===== config.mk =====
export PLATFORM = sky130hd
export DESIGN_NAME = adcr_regs
export DESIGN_NICKNAME = d
export VERILOG_FILES = /design/src/shared/adcr_pkg.sv /design/src/adcr_regs.sv
export SDC_FILE = /design/constraint.sdc
export NUM_CORES = 1
export LEC_CHECK = 0
export BUFFER_PORTS_ARGS = -buffer_cell sky130_fd_sc_hd__buf_4
export CAP_MARGIN = 10
export CORE_AREA = 2 2 237 239
export CTS_CLUSTER_SIZE = 8
export DETAILED_ROUTE_END_ITERATION = 10
export DIE_AREA = 0 0 239 241
export PLACE_DENSITY = 0.79
export SLEW_MARGIN = 20
export SYNTH_ARGS = -nofsm -noshare
export SYNTH_HDL_FRONTEND = slang
export SYNTH_SLANG_ARGS = --single-unit

===== constraint.sdc =====
create_clock -name CLK_SYS -period 4.57 [get_ports CLK_SYS]
set_input_delay 0 -clock CLK_SYS [delete_from_list [all_inputs] [get_ports CLK_SYS]]
set_output_delay 0 -clock CLK_SYS [all_outputs]
set_load 0.01 [all_outputs]

===== src/shared/adcr_pkg.sv =====
package adcr_pkg;
   // sub-addresses
   localparam logic [7:0] ADDR_VERSION = 8'h00;
   localparam logic [7:0] ADDR_IDENT = 8'h01;
   localparam logic [7:0] ADDR_CLKPLL = 8'h05;
   localparam logic [7:0] ADDR_PLLM = 8'h06;
   localparam logic [7:0] ADDR_PLLN = 8'h07;
   localparam logic [7:0] ADDR_REQPOL = 8'h0C;
   localparam logic [7:0] ADDR_SCKPOL = 8'h0D;
   localparam logic [7:0] ADDR_ERROR = 8'h0F;
   localparam logic [7:0] ADDR_SRESET = 8'h10;
   localparam logic [7:0] ADDR_PLAY = 8'h13;
   localparam logic [7:0] ADDR_MUTE = 8'h14;
   localparam logic [7:0] ADDR_ANCCMD = 8'h16;
   localparam logic [7:0] ADDR_PINSEL = 8'h18;
   localparam logic [7:0] ADDR_SYNC = 8'h40;
   localparam logic [7:0] ADDR_ANCL = 8'h41;
   localparam logic [7:0] ADDR_ANCH = 8'h42;
   localparam logic [7:0] ADDR_ADPCM_FIRST = 8'h40;
   localparam logic [7:0] ADDR_ADPCM_LAST = 8'h51;
   localparam logic [7:0] ADDR_ANCBUF_FIRST = 8'h7E;
   localparam logic [7:0] ADDR_ANCBUF_LAST = 8'hB5;
   // buffer depths
   localparam int ADPCM_DEPTH = 18;
   localparam int ANCBUF_DEPTH = 56;
   // clock/pll control field positions
   localparam int CP_FRAC = 0;
   localparam int CP_XTAL_X = 1;
   localparam int CP_XTAL_S = 2;
   localparam int CP_VCO_DIS = 3;
   localparam int CP_SYS_OUTPUT_CLOCK_PIN = 4;
   localparam int CP_OUTPUT_CLOCK_PIN_EN = 5;
   localparam int CP_XTO_DIS = 6;
   localparam int CP_SHARED_EN = 7;
   localparam int REQPOL_INV_BIT = 2;
   localparam int SCK_FALL_BIT = 2;
   localparam int PINSEL_REQ_BIT = 2;
   // reset values (hardware / software)
   localparam logic [7:0] CLKPLL_RST = 8'hA1;
   localparam logic [7:0] PLLM_RST = 8'h0C;
   localparam logic [7:0] PLLN_RST = 8'h00;
   localparam logic [7:0] REQPOL_HW_RST = 8'h00;
   localparam logic [7:0] REQPOL_SW_RST = 8'h01;
   localparam logic [7:0] SCKPOL_RST = 8'h04;
   localparam logic [7:0] PLAY_RST = 8'h01;
   localparam logic [7:0] ZERO_RST = 8'h00;
   // writable bit masks, all other bits read zero
   localparam logic [7:0] REQPOL_MASK = 8'h05;
   localparam logic [7:0] SCKPOL_MASK = 8'h04;
   localparam logic [7:0] BIT0_MASK = 8'h01;
   localparam logic [7:0] PINSEL_MASK = 8'h04;
   localparam logic [7:0] ERR_MASK = 8'h3F;
   // identification, arbitrary values
   localparam logic [7:0] VERSION_CODE = 8'h11;
   localparam logic [7:0] IDENT_CODE = 8'h5A;
endpackage


===== src/adcr_regs.sv =====
// Functional notes
// - sub-address 0x00 reads a fixed chip version byte.
// - sub-address 0x01 reads a fixed identity byte, reset never alters it.
// - clock/pll bit 0 loads the pll fraction into the switching circuit.
// - bits 1 and 2 pick crystal over vco for dividers x and s.
// - bit 3 disables the vco output.
// - bit 4 drives output clock at system clock rate for test.
// - bit 5 enables output clock pad, bit 6 disables crystal out pad.
// - bit 7 enables the shared buffered-clock / data-request pin.
// - request polarity 0x01 means high requests, bit 2 inverts to low.
// - clock polarity 0x00 samples rising edge, 0x04 samples falling edge.
// - error register keeps last six-bit error code, zero after reset unless an error coincides with soft reset.
// - any write to 0x10 soft resets command, interrupt and decoder.
// - play bit resets to one and acts only in decode state.
// - mute bit resets to zero and starts the output clock.
// - nonzero write to 0x16 makes device refill ancillary buffer 0x7E-0xB5.
// - pin select bit 2 chooses buffered clock or data request on shared pin.
// - buffered clock on shared pin follows crystal input frequency.
// - sync register bits 1:0 report synchroniser state.
// - in adpcm mode 0x40-0x51 is a read/write encoded data buffer.
// - ancillary count low and high bytes form a sixteen-bit count.
`timescale 1ns/1ns
module adcr_regs
   import adcr_pkg::*;
#(
   parameter logic [7:0] VERSION_VALUE = VERSION_CODE, // arbitrary value
   parameter logic [7:0] IDENT_VALUE = IDENT_CODE // arbitrary value
) (
   input wire logic CLK_SYS,
   input wire logic RST_B,
   input wire logic [7:0] REG_ADDR,
   input wire logic REG_WR,
   input wire logic REG_RD,
   input wire logic [7:0] REG_WDATA,
   output logic [7:0] REG_RDATA,
   output logic REG_RVALID,
   input wire logic ADPCM_MODE,
   input wire logic DECODE_STATE,
   input wire logic [1:0] SYNC_STATE,
   input wire logic ERR_EVENT,
   input wire logic [5:0] ERR_CODE,
   input wire logic ANC_COUNT_LOAD,
   input wire logic [15:0] ANC_COUNT,
   input wire logic ANC_WR,
   input wire logic [5:0] ANC_WR_INDEX,
   input wire logic [7:0] ANC_WR_DATA,
   input wire logic ANC_DONE,
   input wire logic [4:0] ADPCM_RD_INDEX,
   output logic [7:0] ADPCM_RD_DATA,
   input wire logic CRYSTAL_INPUT,
   input wire logic DATA_REQUEST_IN,
   output logic FRACTION_UPDATE,
   output logic CRYSTAL_TO_DIVIDER_X,
   output logic CRYSTAL_TO_DIVIDER_S,
   output logic VCO_OUTPUT_DISABLE,
   output logic SYSTEM_CLOCK_TO_CLOCK_OUT,
   output logic CLOCK_OUT_PAD_ENABLE,
   output logic CRYSTAL_OUT_PAD_DISABLE,
   output logic [7:0] PLL_MULTIPLIER,
   output logic [7:0] PLL_INPUT_DIVIDER,
   output logic REQUEST_ACTIVE_LOW,
   output logic SERIAL_SAMPLE_FALLING,
   output logic PLAY_ACTIVE,
   output logic MUTE_ACTIVE,
   output logic CLOCK_RUN,
   output logic ANC_CAPTURE_REQ,
   output logic SOFT_RESET_PULSE,
   output logic SHARED_PIN_OUT,
   output logic SHARED_PIN_OE
);

////////////////////////////////////////////////////////////////////////////////
// decode

logic wr_clkpll, wr_pllm, wr_plln, wr_reqpol, wr_sckpol;
logic wr_play, wr_mute, wr_anccmd, wr_pinsel, soft_rst;
logic in_adpcm, in_ancbuf;
logic [4:0] adp_idx;
logic [5:0] anc_idx;

assign in_adpcm = ADPCM_MODE && (REG_ADDR >= ADDR_ADPCM_FIRST)
   && (REG_ADDR <= ADDR_ADPCM_LAST);
assign in_ancbuf = (REG_ADDR >= ADDR_ANCBUF_FIRST) && (REG_ADDR <= ADDR_ANCBUF_LAST);
assign adp_idx = 5'(REG_ADDR - ADDR_ADPCM_FIRST);
assign anc_idx = 6'(REG_ADDR - ADDR_ANCBUF_FIRST);
// read-only and unmapped addresses simply produce no strobe
assign wr_clkpll = REG_WR && (REG_ADDR == ADDR_CLKPLL);
assign wr_pllm = REG_WR && (REG_ADDR == ADDR_PLLM);
assign wr_plln = REG_WR && (REG_ADDR == ADDR_PLLN);
assign wr_reqpol = REG_WR && (REG_ADDR == ADDR_REQPOL);
assign wr_sckpol = REG_WR && (REG_ADDR == ADDR_SCKPOL);
assign wr_play = REG_WR && (REG_ADDR == ADDR_PLAY);
assign wr_mute = REG_WR && (REG_ADDR == ADDR_MUTE);
assign wr_anccmd = REG_WR && (REG_ADDR == ADDR_ANCCMD);
assign wr_pinsel = REG_WR && (REG_ADDR == ADDR_PINSEL);
assign soft_rst = REG_WR && (REG_ADDR == ADDR_SRESET);

////////////////////////////////////////////////////////////////////////////////
// control registers; soft reset reloads the software reset values, except clock run and an error code arriving in that cycle

logic [7:0] clkpll_q, pllm_q, plln_q, reqpol_q, sckpol_q;
logic [7:0] play_q, mute_q, pinsel_q, err_q;
logic anccmd_q, anc_req_q, clock_run_q, soft_pulse_q;
logic [15:0] anc_count_q;

always_ff @(posedge CLK_SYS) begin
   if (!RST_B || soft_rst) begin
      clkpll_q <= CLKPLL_RST;
   end else if (wr_clkpll) begin
      clkpll_q <= REG_WDATA;
   end
end

always_ff @(posedge CLK_SYS) begin
   if (!RST_B || soft_rst) begin
      pllm_q <= PLLM_RST;
      plln_q <= PLLN_RST;
   end else begin
      if (wr_pllm) begin
         pllm_q <= REG_WDATA;
      end
      if (wr_plln) begin
         plln_q <= REG_WDATA;
      end
   end
end

always_ff @(posedge CLK_SYS) begin
   if (!RST_B) begin
      reqpol_q <= REQPOL_HW_RST;
   end else if (soft_rst) begin
      reqpol_q <= REQPOL_SW_RST;
   end else if (wr_reqpol) begin
      reqpol_q <= REG_WDATA & REQPOL_MASK;
   end
end

always_ff @(posedge CLK_SYS) begin
   if (!RST_B || soft_rst) begin
      sckpol_q <= SCKPOL_RST;
   end else if (wr_sckpol) begin
      sckpol_q <= REG_WDATA & SCKPOL_MASK;
   end
end

always_ff @(posedge CLK_SYS) begin
   if (!RST_B || soft_rst) begin
      play_q <= PLAY_RST;
      mute_q <= ZERO_RST;
      pinsel_q <= ZERO_RST;
   end else begin
      if (wr_play) begin
         play_q <= REG_WDATA & BIT0_MASK;
      end
      if (wr_mute) begin
         mute_q <= REG_WDATA & BIT0_MASK;
      end
      if (wr_pinsel) begin
         pinsel_q <= REG_WDATA & PINSEL_MASK;
      end
   end
end

// clock keeps running once mute has started it; only a hardware reset stops it
always_ff @(posedge CLK_SYS) begin
   if (!RST_B) begin
      clock_run_q <= 1'b0;
   end else if (wr_mute && REG_WDATA[0]) begin
      clock_run_q <= 1'b1;
   end
end

// last error wins; an event in the soft reset cycle is kept
always_ff @(posedge CLK_SYS) begin
   if (!RST_B) begin
      err_q <= ZERO_RST;
   end else if (ERR_EVENT) begin
      err_q <= {2'h0, ERR_CODE};
   end else if (soft_rst) begin
      err_q <= ZERO_RST;
   end
end

// capture command: set on nonzero write, cleared by soft reset, engine done or a zero write
always_ff @(posedge CLK_SYS) begin
   if (!RST_B) begin
      anccmd_q <= 1'b0;
   end else if (wr_anccmd && (REG_WDATA != ZERO_RST)) begin
      anccmd_q <= 1'b1;
   end else if (soft_rst || ANC_DONE || wr_anccmd) begin
      anccmd_q <= 1'b0;
   end
end

always_ff @(posedge CLK_SYS) begin
   if (!RST_B) begin
      anc_req_q <= 1'b0;
      soft_pulse_q <= 1'b0;
   end else begin
      anc_req_q <= wr_anccmd && (REG_WDATA != ZERO_RST);
      soft_pulse_q <= soft_rst;
   end
end

always_ff @(posedge CLK_SYS) begin
   if (!RST_B || soft_rst) begin
      anc_count_q <= 16'h0000;
   end else if (ANC_COUNT_LOAD) begin
      anc_count_q <= ANC_COUNT;
   end
end

////////////////////////////////////////////////////////////////////////////////
// buffers: adpcm_encoded_buffer (host side) and ancillary data (engine side)

logic [7:0] adpcm_q [ADPCM_DEPTH];
logic [7:0] ancbuf_q [ANCBUF_DEPTH];

genvar gi;
generate
   for (gi = 0; gi < ADPCM_DEPTH; gi++) begin : g_adpcm
      always_ff @(posedge CLK_SYS) begin
         if (!RST_B || soft_rst) begin
            adpcm_q[gi] <= ZERO_RST;
         end else if (REG_WR && in_adpcm && (adp_idx == 5'(gi))) begin
            adpcm_q[gi] <= REG_WDATA;
         end
      end
   end
   for (gi = 0; gi < ANCBUF_DEPTH; gi++) begin : g_anc
      always_ff @(posedge CLK_SYS) begin
         if (!RST_B || soft_rst) begin
            ancbuf_q[gi] <= ZERO_RST;
         end else if (ANC_WR && (ANC_WR_INDEX == 6'(gi))) begin
            ancbuf_q[gi] <= ANC_WR_DATA;
         end
      end
   end
endgenerate

always_ff @(posedge CLK_SYS) begin
   if (!RST_B) begin
      ADPCM_RD_DATA <= ZERO_RST;
   end else if (ADPCM_RD_INDEX < 5'(ADPCM_DEPTH)) begin
      ADPCM_RD_DATA <= adpcm_q[ADPCM_RD_INDEX];
   end else begin
      ADPCM_RD_DATA <= ZERO_RST;
   end
end

////////////////////////////////////////////////////////////////////////////////
// read path, one cycle latency, unmapped reads give zero

logic [7:0] rd_d;

always_comb begin
   rd_d = ZERO_RST;
   if (in_adpcm) begin
      rd_d = adpcm_q[adp_idx];
   end else if (in_ancbuf) begin
      rd_d = ancbuf_q[anc_idx];
   end else if (REG_ADDR == ADDR_VERSION) begin
      rd_d = VERSION_VALUE;
   end else if (REG_ADDR == ADDR_IDENT) begin
      rd_d = IDENT_VALUE;
   end else if (REG_ADDR == ADDR_CLKPLL) begin
      rd_d = clkpll_q;
   end else if (REG_ADDR == ADDR_PLLM) begin
      rd_d = pllm_q;
   end else if (REG_ADDR == ADDR_PLLN) begin
      rd_d = plln_q;
   end else if (REG_ADDR == ADDR_REQPOL) begin
      rd_d = reqpol_q;
   end else if (REG_ADDR == ADDR_SCKPOL) begin
      rd_d = sckpol_q;
   end else if (REG_ADDR == ADDR_ERROR) begin
      rd_d = err_q & ERR_MASK;
   end else if (REG_ADDR == ADDR_PLAY) begin
      rd_d = play_q;
   end else if (REG_ADDR == ADDR_MUTE) begin
      rd_d = mute_q;
   end else if (REG_ADDR == ADDR_ANCCMD) begin
      rd_d = {7'h00, anccmd_q};
   end else if (REG_ADDR == ADDR_PINSEL) begin
      rd_d = pinsel_q;
   end else if (REG_ADDR == ADDR_SYNC) begin
      rd_d = {6'h00, SYNC_STATE};
   end else if (REG_ADDR == ADDR_ANCL) begin
      rd_d = anc_count_q[7:0];
   end else if (REG_ADDR == ADDR_ANCH) begin
      rd_d = anc_count_q[15:8];
   end
end

always_ff @(posedge CLK_SYS) begin
   if (!RST_B) begin
      REG_RDATA <= ZERO_RST;
      REG_RVALID <= 1'b0;
   end else begin
      REG_RVALID <= REG_RD;
      if (REG_RD) begin
         REG_RDATA <= rd_d;
      end
   end
end

////////////////////////////////////////////////////////////////////////////////
// outputs

assign FRACTION_UPDATE = clkpll_q[CP_FRAC];
assign CRYSTAL_TO_DIVIDER_X = clkpll_q[CP_XTAL_X];
assign CRYSTAL_TO_DIVIDER_S = clkpll_q[CP_XTAL_S];
assign VCO_OUTPUT_DISABLE = clkpll_q[CP_VCO_DIS];
assign SYSTEM_CLOCK_TO_CLOCK_OUT = clkpll_q[CP_SYS_OUTPUT_CLOCK_PIN];
assign CLOCK_OUT_PAD_ENABLE = clkpll_q[CP_OUTPUT_CLOCK_PIN_EN];
assign CRYSTAL_OUT_PAD_DISABLE = clkpll_q[CP_XTO_DIS];
assign PLL_MULTIPLIER = pllm_q;
assign PLL_INPUT_DIVIDER = plln_q;
assign REQUEST_ACTIVE_LOW = reqpol_q[REQPOL_INV_BIT];
assign SERIAL_SAMPLE_FALLING = sckpol_q[SCK_FALL_BIT];
assign PLAY_ACTIVE = play_q[0] && DECODE_STATE;
assign MUTE_ACTIVE = mute_q[0];
assign CLOCK_RUN = clock_run_q;
assign ANC_CAPTURE_REQ = anc_req_q;
assign SOFT_RESET_PULSE = soft_pulse_q;
// clock path is a plain mux so the crystal rate passes undivided
assign SHARED_PIN_OE = clkpll_q[CP_SHARED_EN];
assign SHARED_PIN_OUT = !SHARED_PIN_OE ? 1'b0
   : pinsel_q[PINSEL_REQ_BIT] ? (DATA_REQUEST_IN ^ reqpol_q[REQPOL_INV_BIT])
   : CRYSTAL_INPUT;
endmodule


==> results.yml <==
die:
  fp.dieH_um: 241
  core_area_um2: 54900
  die_area_um2: 57600
  die_x_um: 239
  start_util: 0.587
  num_rows: 86
  ios: 120
final_layout:
  fin_nets: 2539
  layout_fillers: 3605
  synthToLayoutAreaGrowth_pct: 13.7
  seq_area_um2: 19200
  most-common-layout-cells: "and2_1 (596), edfxtp_1 (592), mux4_2 (189), nor2_1 (136), buf_4 (135)"
  drive_gt1_frac: 0.179
  layout.cells.most_common: "and2_1"
  utilization: 0.667
  multi_input_comb_area_um2: 12100
timing:
  timing_hold_violations_final: 0
  fmax_ghz: 0.282
  worst_slew_margin_rel: 0.233
  finalSetupViolations: 0
  setup_repair_after_global_routing_missed_its_margin: "false"
  worst-slew-pin-transition_ps: 1140
  fin_tns_setup_ps: 0
  fin_worst_skew_ps: 23.6
  maxSlewViolCount: 0
  post-route-min-period_ps: 3540
  fin_hold_ws_ps: 90.9
  final_min_period_over_clock_period: 0.775
clock_tree:
  cts_tree: "built"
  cts_sinks: 665
  clock_path_buffers: 3
  worst_setup_hold_path_clk_slew_ps: 50
  clk_latency_ps: 640
  clockRootBuffer: "clkbuf_16"
  cts_htree_levels: 3
  number_of_buffers_added_by_the_clock_tree_synthesis_step: 93
setup_path:
  crit_path_capture_type: "flip-flop"
  cp_max_fo: 44
  crit_path_max_cell_delay_ps: 650
  worstPathRequired_ps: 4780
  critical_path_arrival_ps: 3750
  worstSetupPathType: "in -> reg"
  critical_path_most_common_cell: "buf_4"
  timing.critical_path.from_type: "input pin"
  cpMaxStageDelayCell: "buf_4"
  crit_chain: "dlygate4sd3_1 -> buf_4 -> nand2_1 -> nor4_2 -> dlygate4sd3_1 -> buf_4 -> nand3_1 -> and2_4 -> buf_4 -> o21ai_0"
route:
  detail_route.wl_per_cell_um: 28.8
  post-route-drc-count: 0
  routed_via_density: 6.73
  dr.pass1.iters: 7
  detailedRoute.firstIterationViolations: 2929
  final_antenna_net_count: 0
  wirelength_routed_um: 92200
  num_vias: 21500
placement:
  place_hpwl_um: 59300
  count_of_input_and_output_buffers: 119
  routability_congestion_estimate_from_global_placement: 0.948
global_routing:
  grt_start_max_net_pins: 60
  grt_pass1_wl_um: 136000
  track_usage: 0.325
  met2_usage: 0.526
  top_usage_layer: "met2"
  gr-usage-met1: 0.422
  met3_usage: 0.0726
  antenna_violations_before_repair: 3
  global_route.overflow_total: 0
  vias_in_the_first_global_route: 21300
yosys:
  post-synth-top-area-fraction: 0.552
  synth_cells: 2341
  postSynth.topFlopCell: "edfxtp_1"
  number_of_storage_elements_in_the_synthesis_netlist: 665
  synth_fp_nets: 2413
  yosys.cell_types.count: 73
  edff_count_synth: 592
  post-synth-top-area-cell: "edfxtp_1"
  syn_avg_cell_area_um2: 13.8
  netlist_area_um2: 32200
  ys_async_sr_fraction: 0
  ys.warnings.count: 0
  sequential_share_of_the_synthesized_area: 0.597
  netlist_top_cells_area: "edfxtp_1 (55%), mux4_2 (13%), and2_1 (12%), dfxtp_1 (4.5%), mux2i_1 (2.4%)"
pwr:
  power.density_nw_per_um2: 399
  leakage_nw: 12.9
  irDropWorstVdd_v: 0.000331
status:
  outcome: "finished clean"
min_path:
  type_of_the_most_critical_hold_path: "in -> reg"
job:
  max-cap-violations: 0
-- report_power, final --
group / total (mW) / leakage (nW) / switching, mW / internal [mW]
sequential: 7.09 / 6.23 / 0.157 / 6.94
clock: 6.17 / 1.22 / 2.47 / 3.70
combinational: 1.36 / 5.49 / 0.826 / 0.538
total: 14.6 / 12.9 / 3.45 / 11.2
-- per-stage QoR --
step / power [mW] / instance area (µm²) / setup WS (ps) / std cells
finish: 14.6 / 36600 / 1030 / 3199
global route: 14.9 / 36600 / 977 / 3199
CTS: 14.6 / 36600 / 1220 / 3198
detailed placement: 8.46 / 33300 / 1270 / 3001
global placement: 8.43 / 33300 / 1300 / 3001
floorplan: 7.93 / 32200 / 2380 / 2341
-- final cells by class --
cell class,count,share of cell area
Sequential cell,665,0.525
Multi-Input combinational cell,1488,0.332
Clock buffer,117,0.0672
Timing Repair Buffer,213,0.0495
Tap cell,704,0.0241
Clock inverter,5,0.00161
Inverter,6,0.000615
Antenna cell,1,0.0000684
-- cells in the mapped netlist (9+ instances only) --
| master | instances |
|---|---|
| nand2_1 | 106 |
| dfxtp_1 | 73 |
| nand4_1 | 12 |
| mux2i_1 | 77 |
| and2_1 | 597 |
| buf_4 | 17 |
| clkbuf_1 | 118 |
| edfxtp_1 | 592 |
| buf_2 | 37 |
| o21ai_1 | 9 |
| a22oi_1 | 15 |
| nand3_1 | 53 |
| o21ai_0 | 85 |
| a21oi_1 | 37 |
| nor2b_1 | 18 |
| mux4_2 | 189 |
| nor3_1 | 11 |
| nor2_1 | 136 |
| a211oi_1 | 18 |
| and3_1 | 11 |
| a31oi_1 | 14 |
-- state kept, by name (all words and copies together), names as in the netlist --
signal             count
ANC_CAPTURE_REQ        1
anc_count_q           16
REG_RDATA              8
play_q                 1
CLOCK_RUN              1
anccmd_q               1
PLL_MULTIPLIER         8
adpcm_q              144
sckpol_q               1
pinsel_q               1
mute_q                 1
ancbuf_q             448
reqpol_q               2
clkpll_q               8
REG_RVALID             1
ADPCM_RD_DATA          8
PLL_INPUT_DIVIDER      8
err_q                  6
SOFT_RESET_PULSE       1
-- layer usage --
| metal | routed length (µm) | up-vias |
|---|---|---|
| li1 | - | 8909 |
| met4 | 4960 | 2 |
| met2 | 44500 | 1706 |
| met3 | 11000 | 325 |
| met1 | 31800 | 10600 |
| met5 | 12 | - |
-- final timing paths --
| check | startpoint | to | slack [ps] | cells past startpoint |
|---|---|---|---|---|
| max | REG_ADDR[4] | ancbuf_q[31][7] | 1030 | 10 |
| min | ADPCM_RD_INDEX[2] | ADPCM_RD_DATA[1] | 90 | 4 |
| max reg2reg | adpcm_q[11][6] | REG_RDATA[6] | 1790 | 6 |
| min reg2reg | PLL_MULTIPLIER[1] | PLL_MULTIPLIER[1] | 520 | 2 |
-- critical path, delay by kind of cell --
kind | cells | cell delay, ps
AO/OA/AOI/OAI | 1 | 610
buffers and inverters | 5 | 2150
AND/OR/NAND/NOR | 4 | 930
-- cells by family (layout without fill, tap and decap cells) --
logic type / count (synthesis) / count (layout) / share of synthesized area
mux: 268 / 268 / 0.157
other cells: 0 / 1 / 0
xor+xnor: 7 / 7 / 0.00237
simple gates: 979 / 979 / 0.171
fa+ha+maj: 1 / 1 / 0.000388
buf+inv: 188 / 341 / 0.0268
flops: 665 / 665 / 0.597
compound gates: 233 / 233 / 0.0456
-- what timing repair did --
item                      4_1_cts  5_1_grt
resized for setup               0        0
buffers inserted                0        0
hold buffers                   75        0
hold endpoints to repair      217        0
No activity file was read; power rests on OpenSTA's default activity.
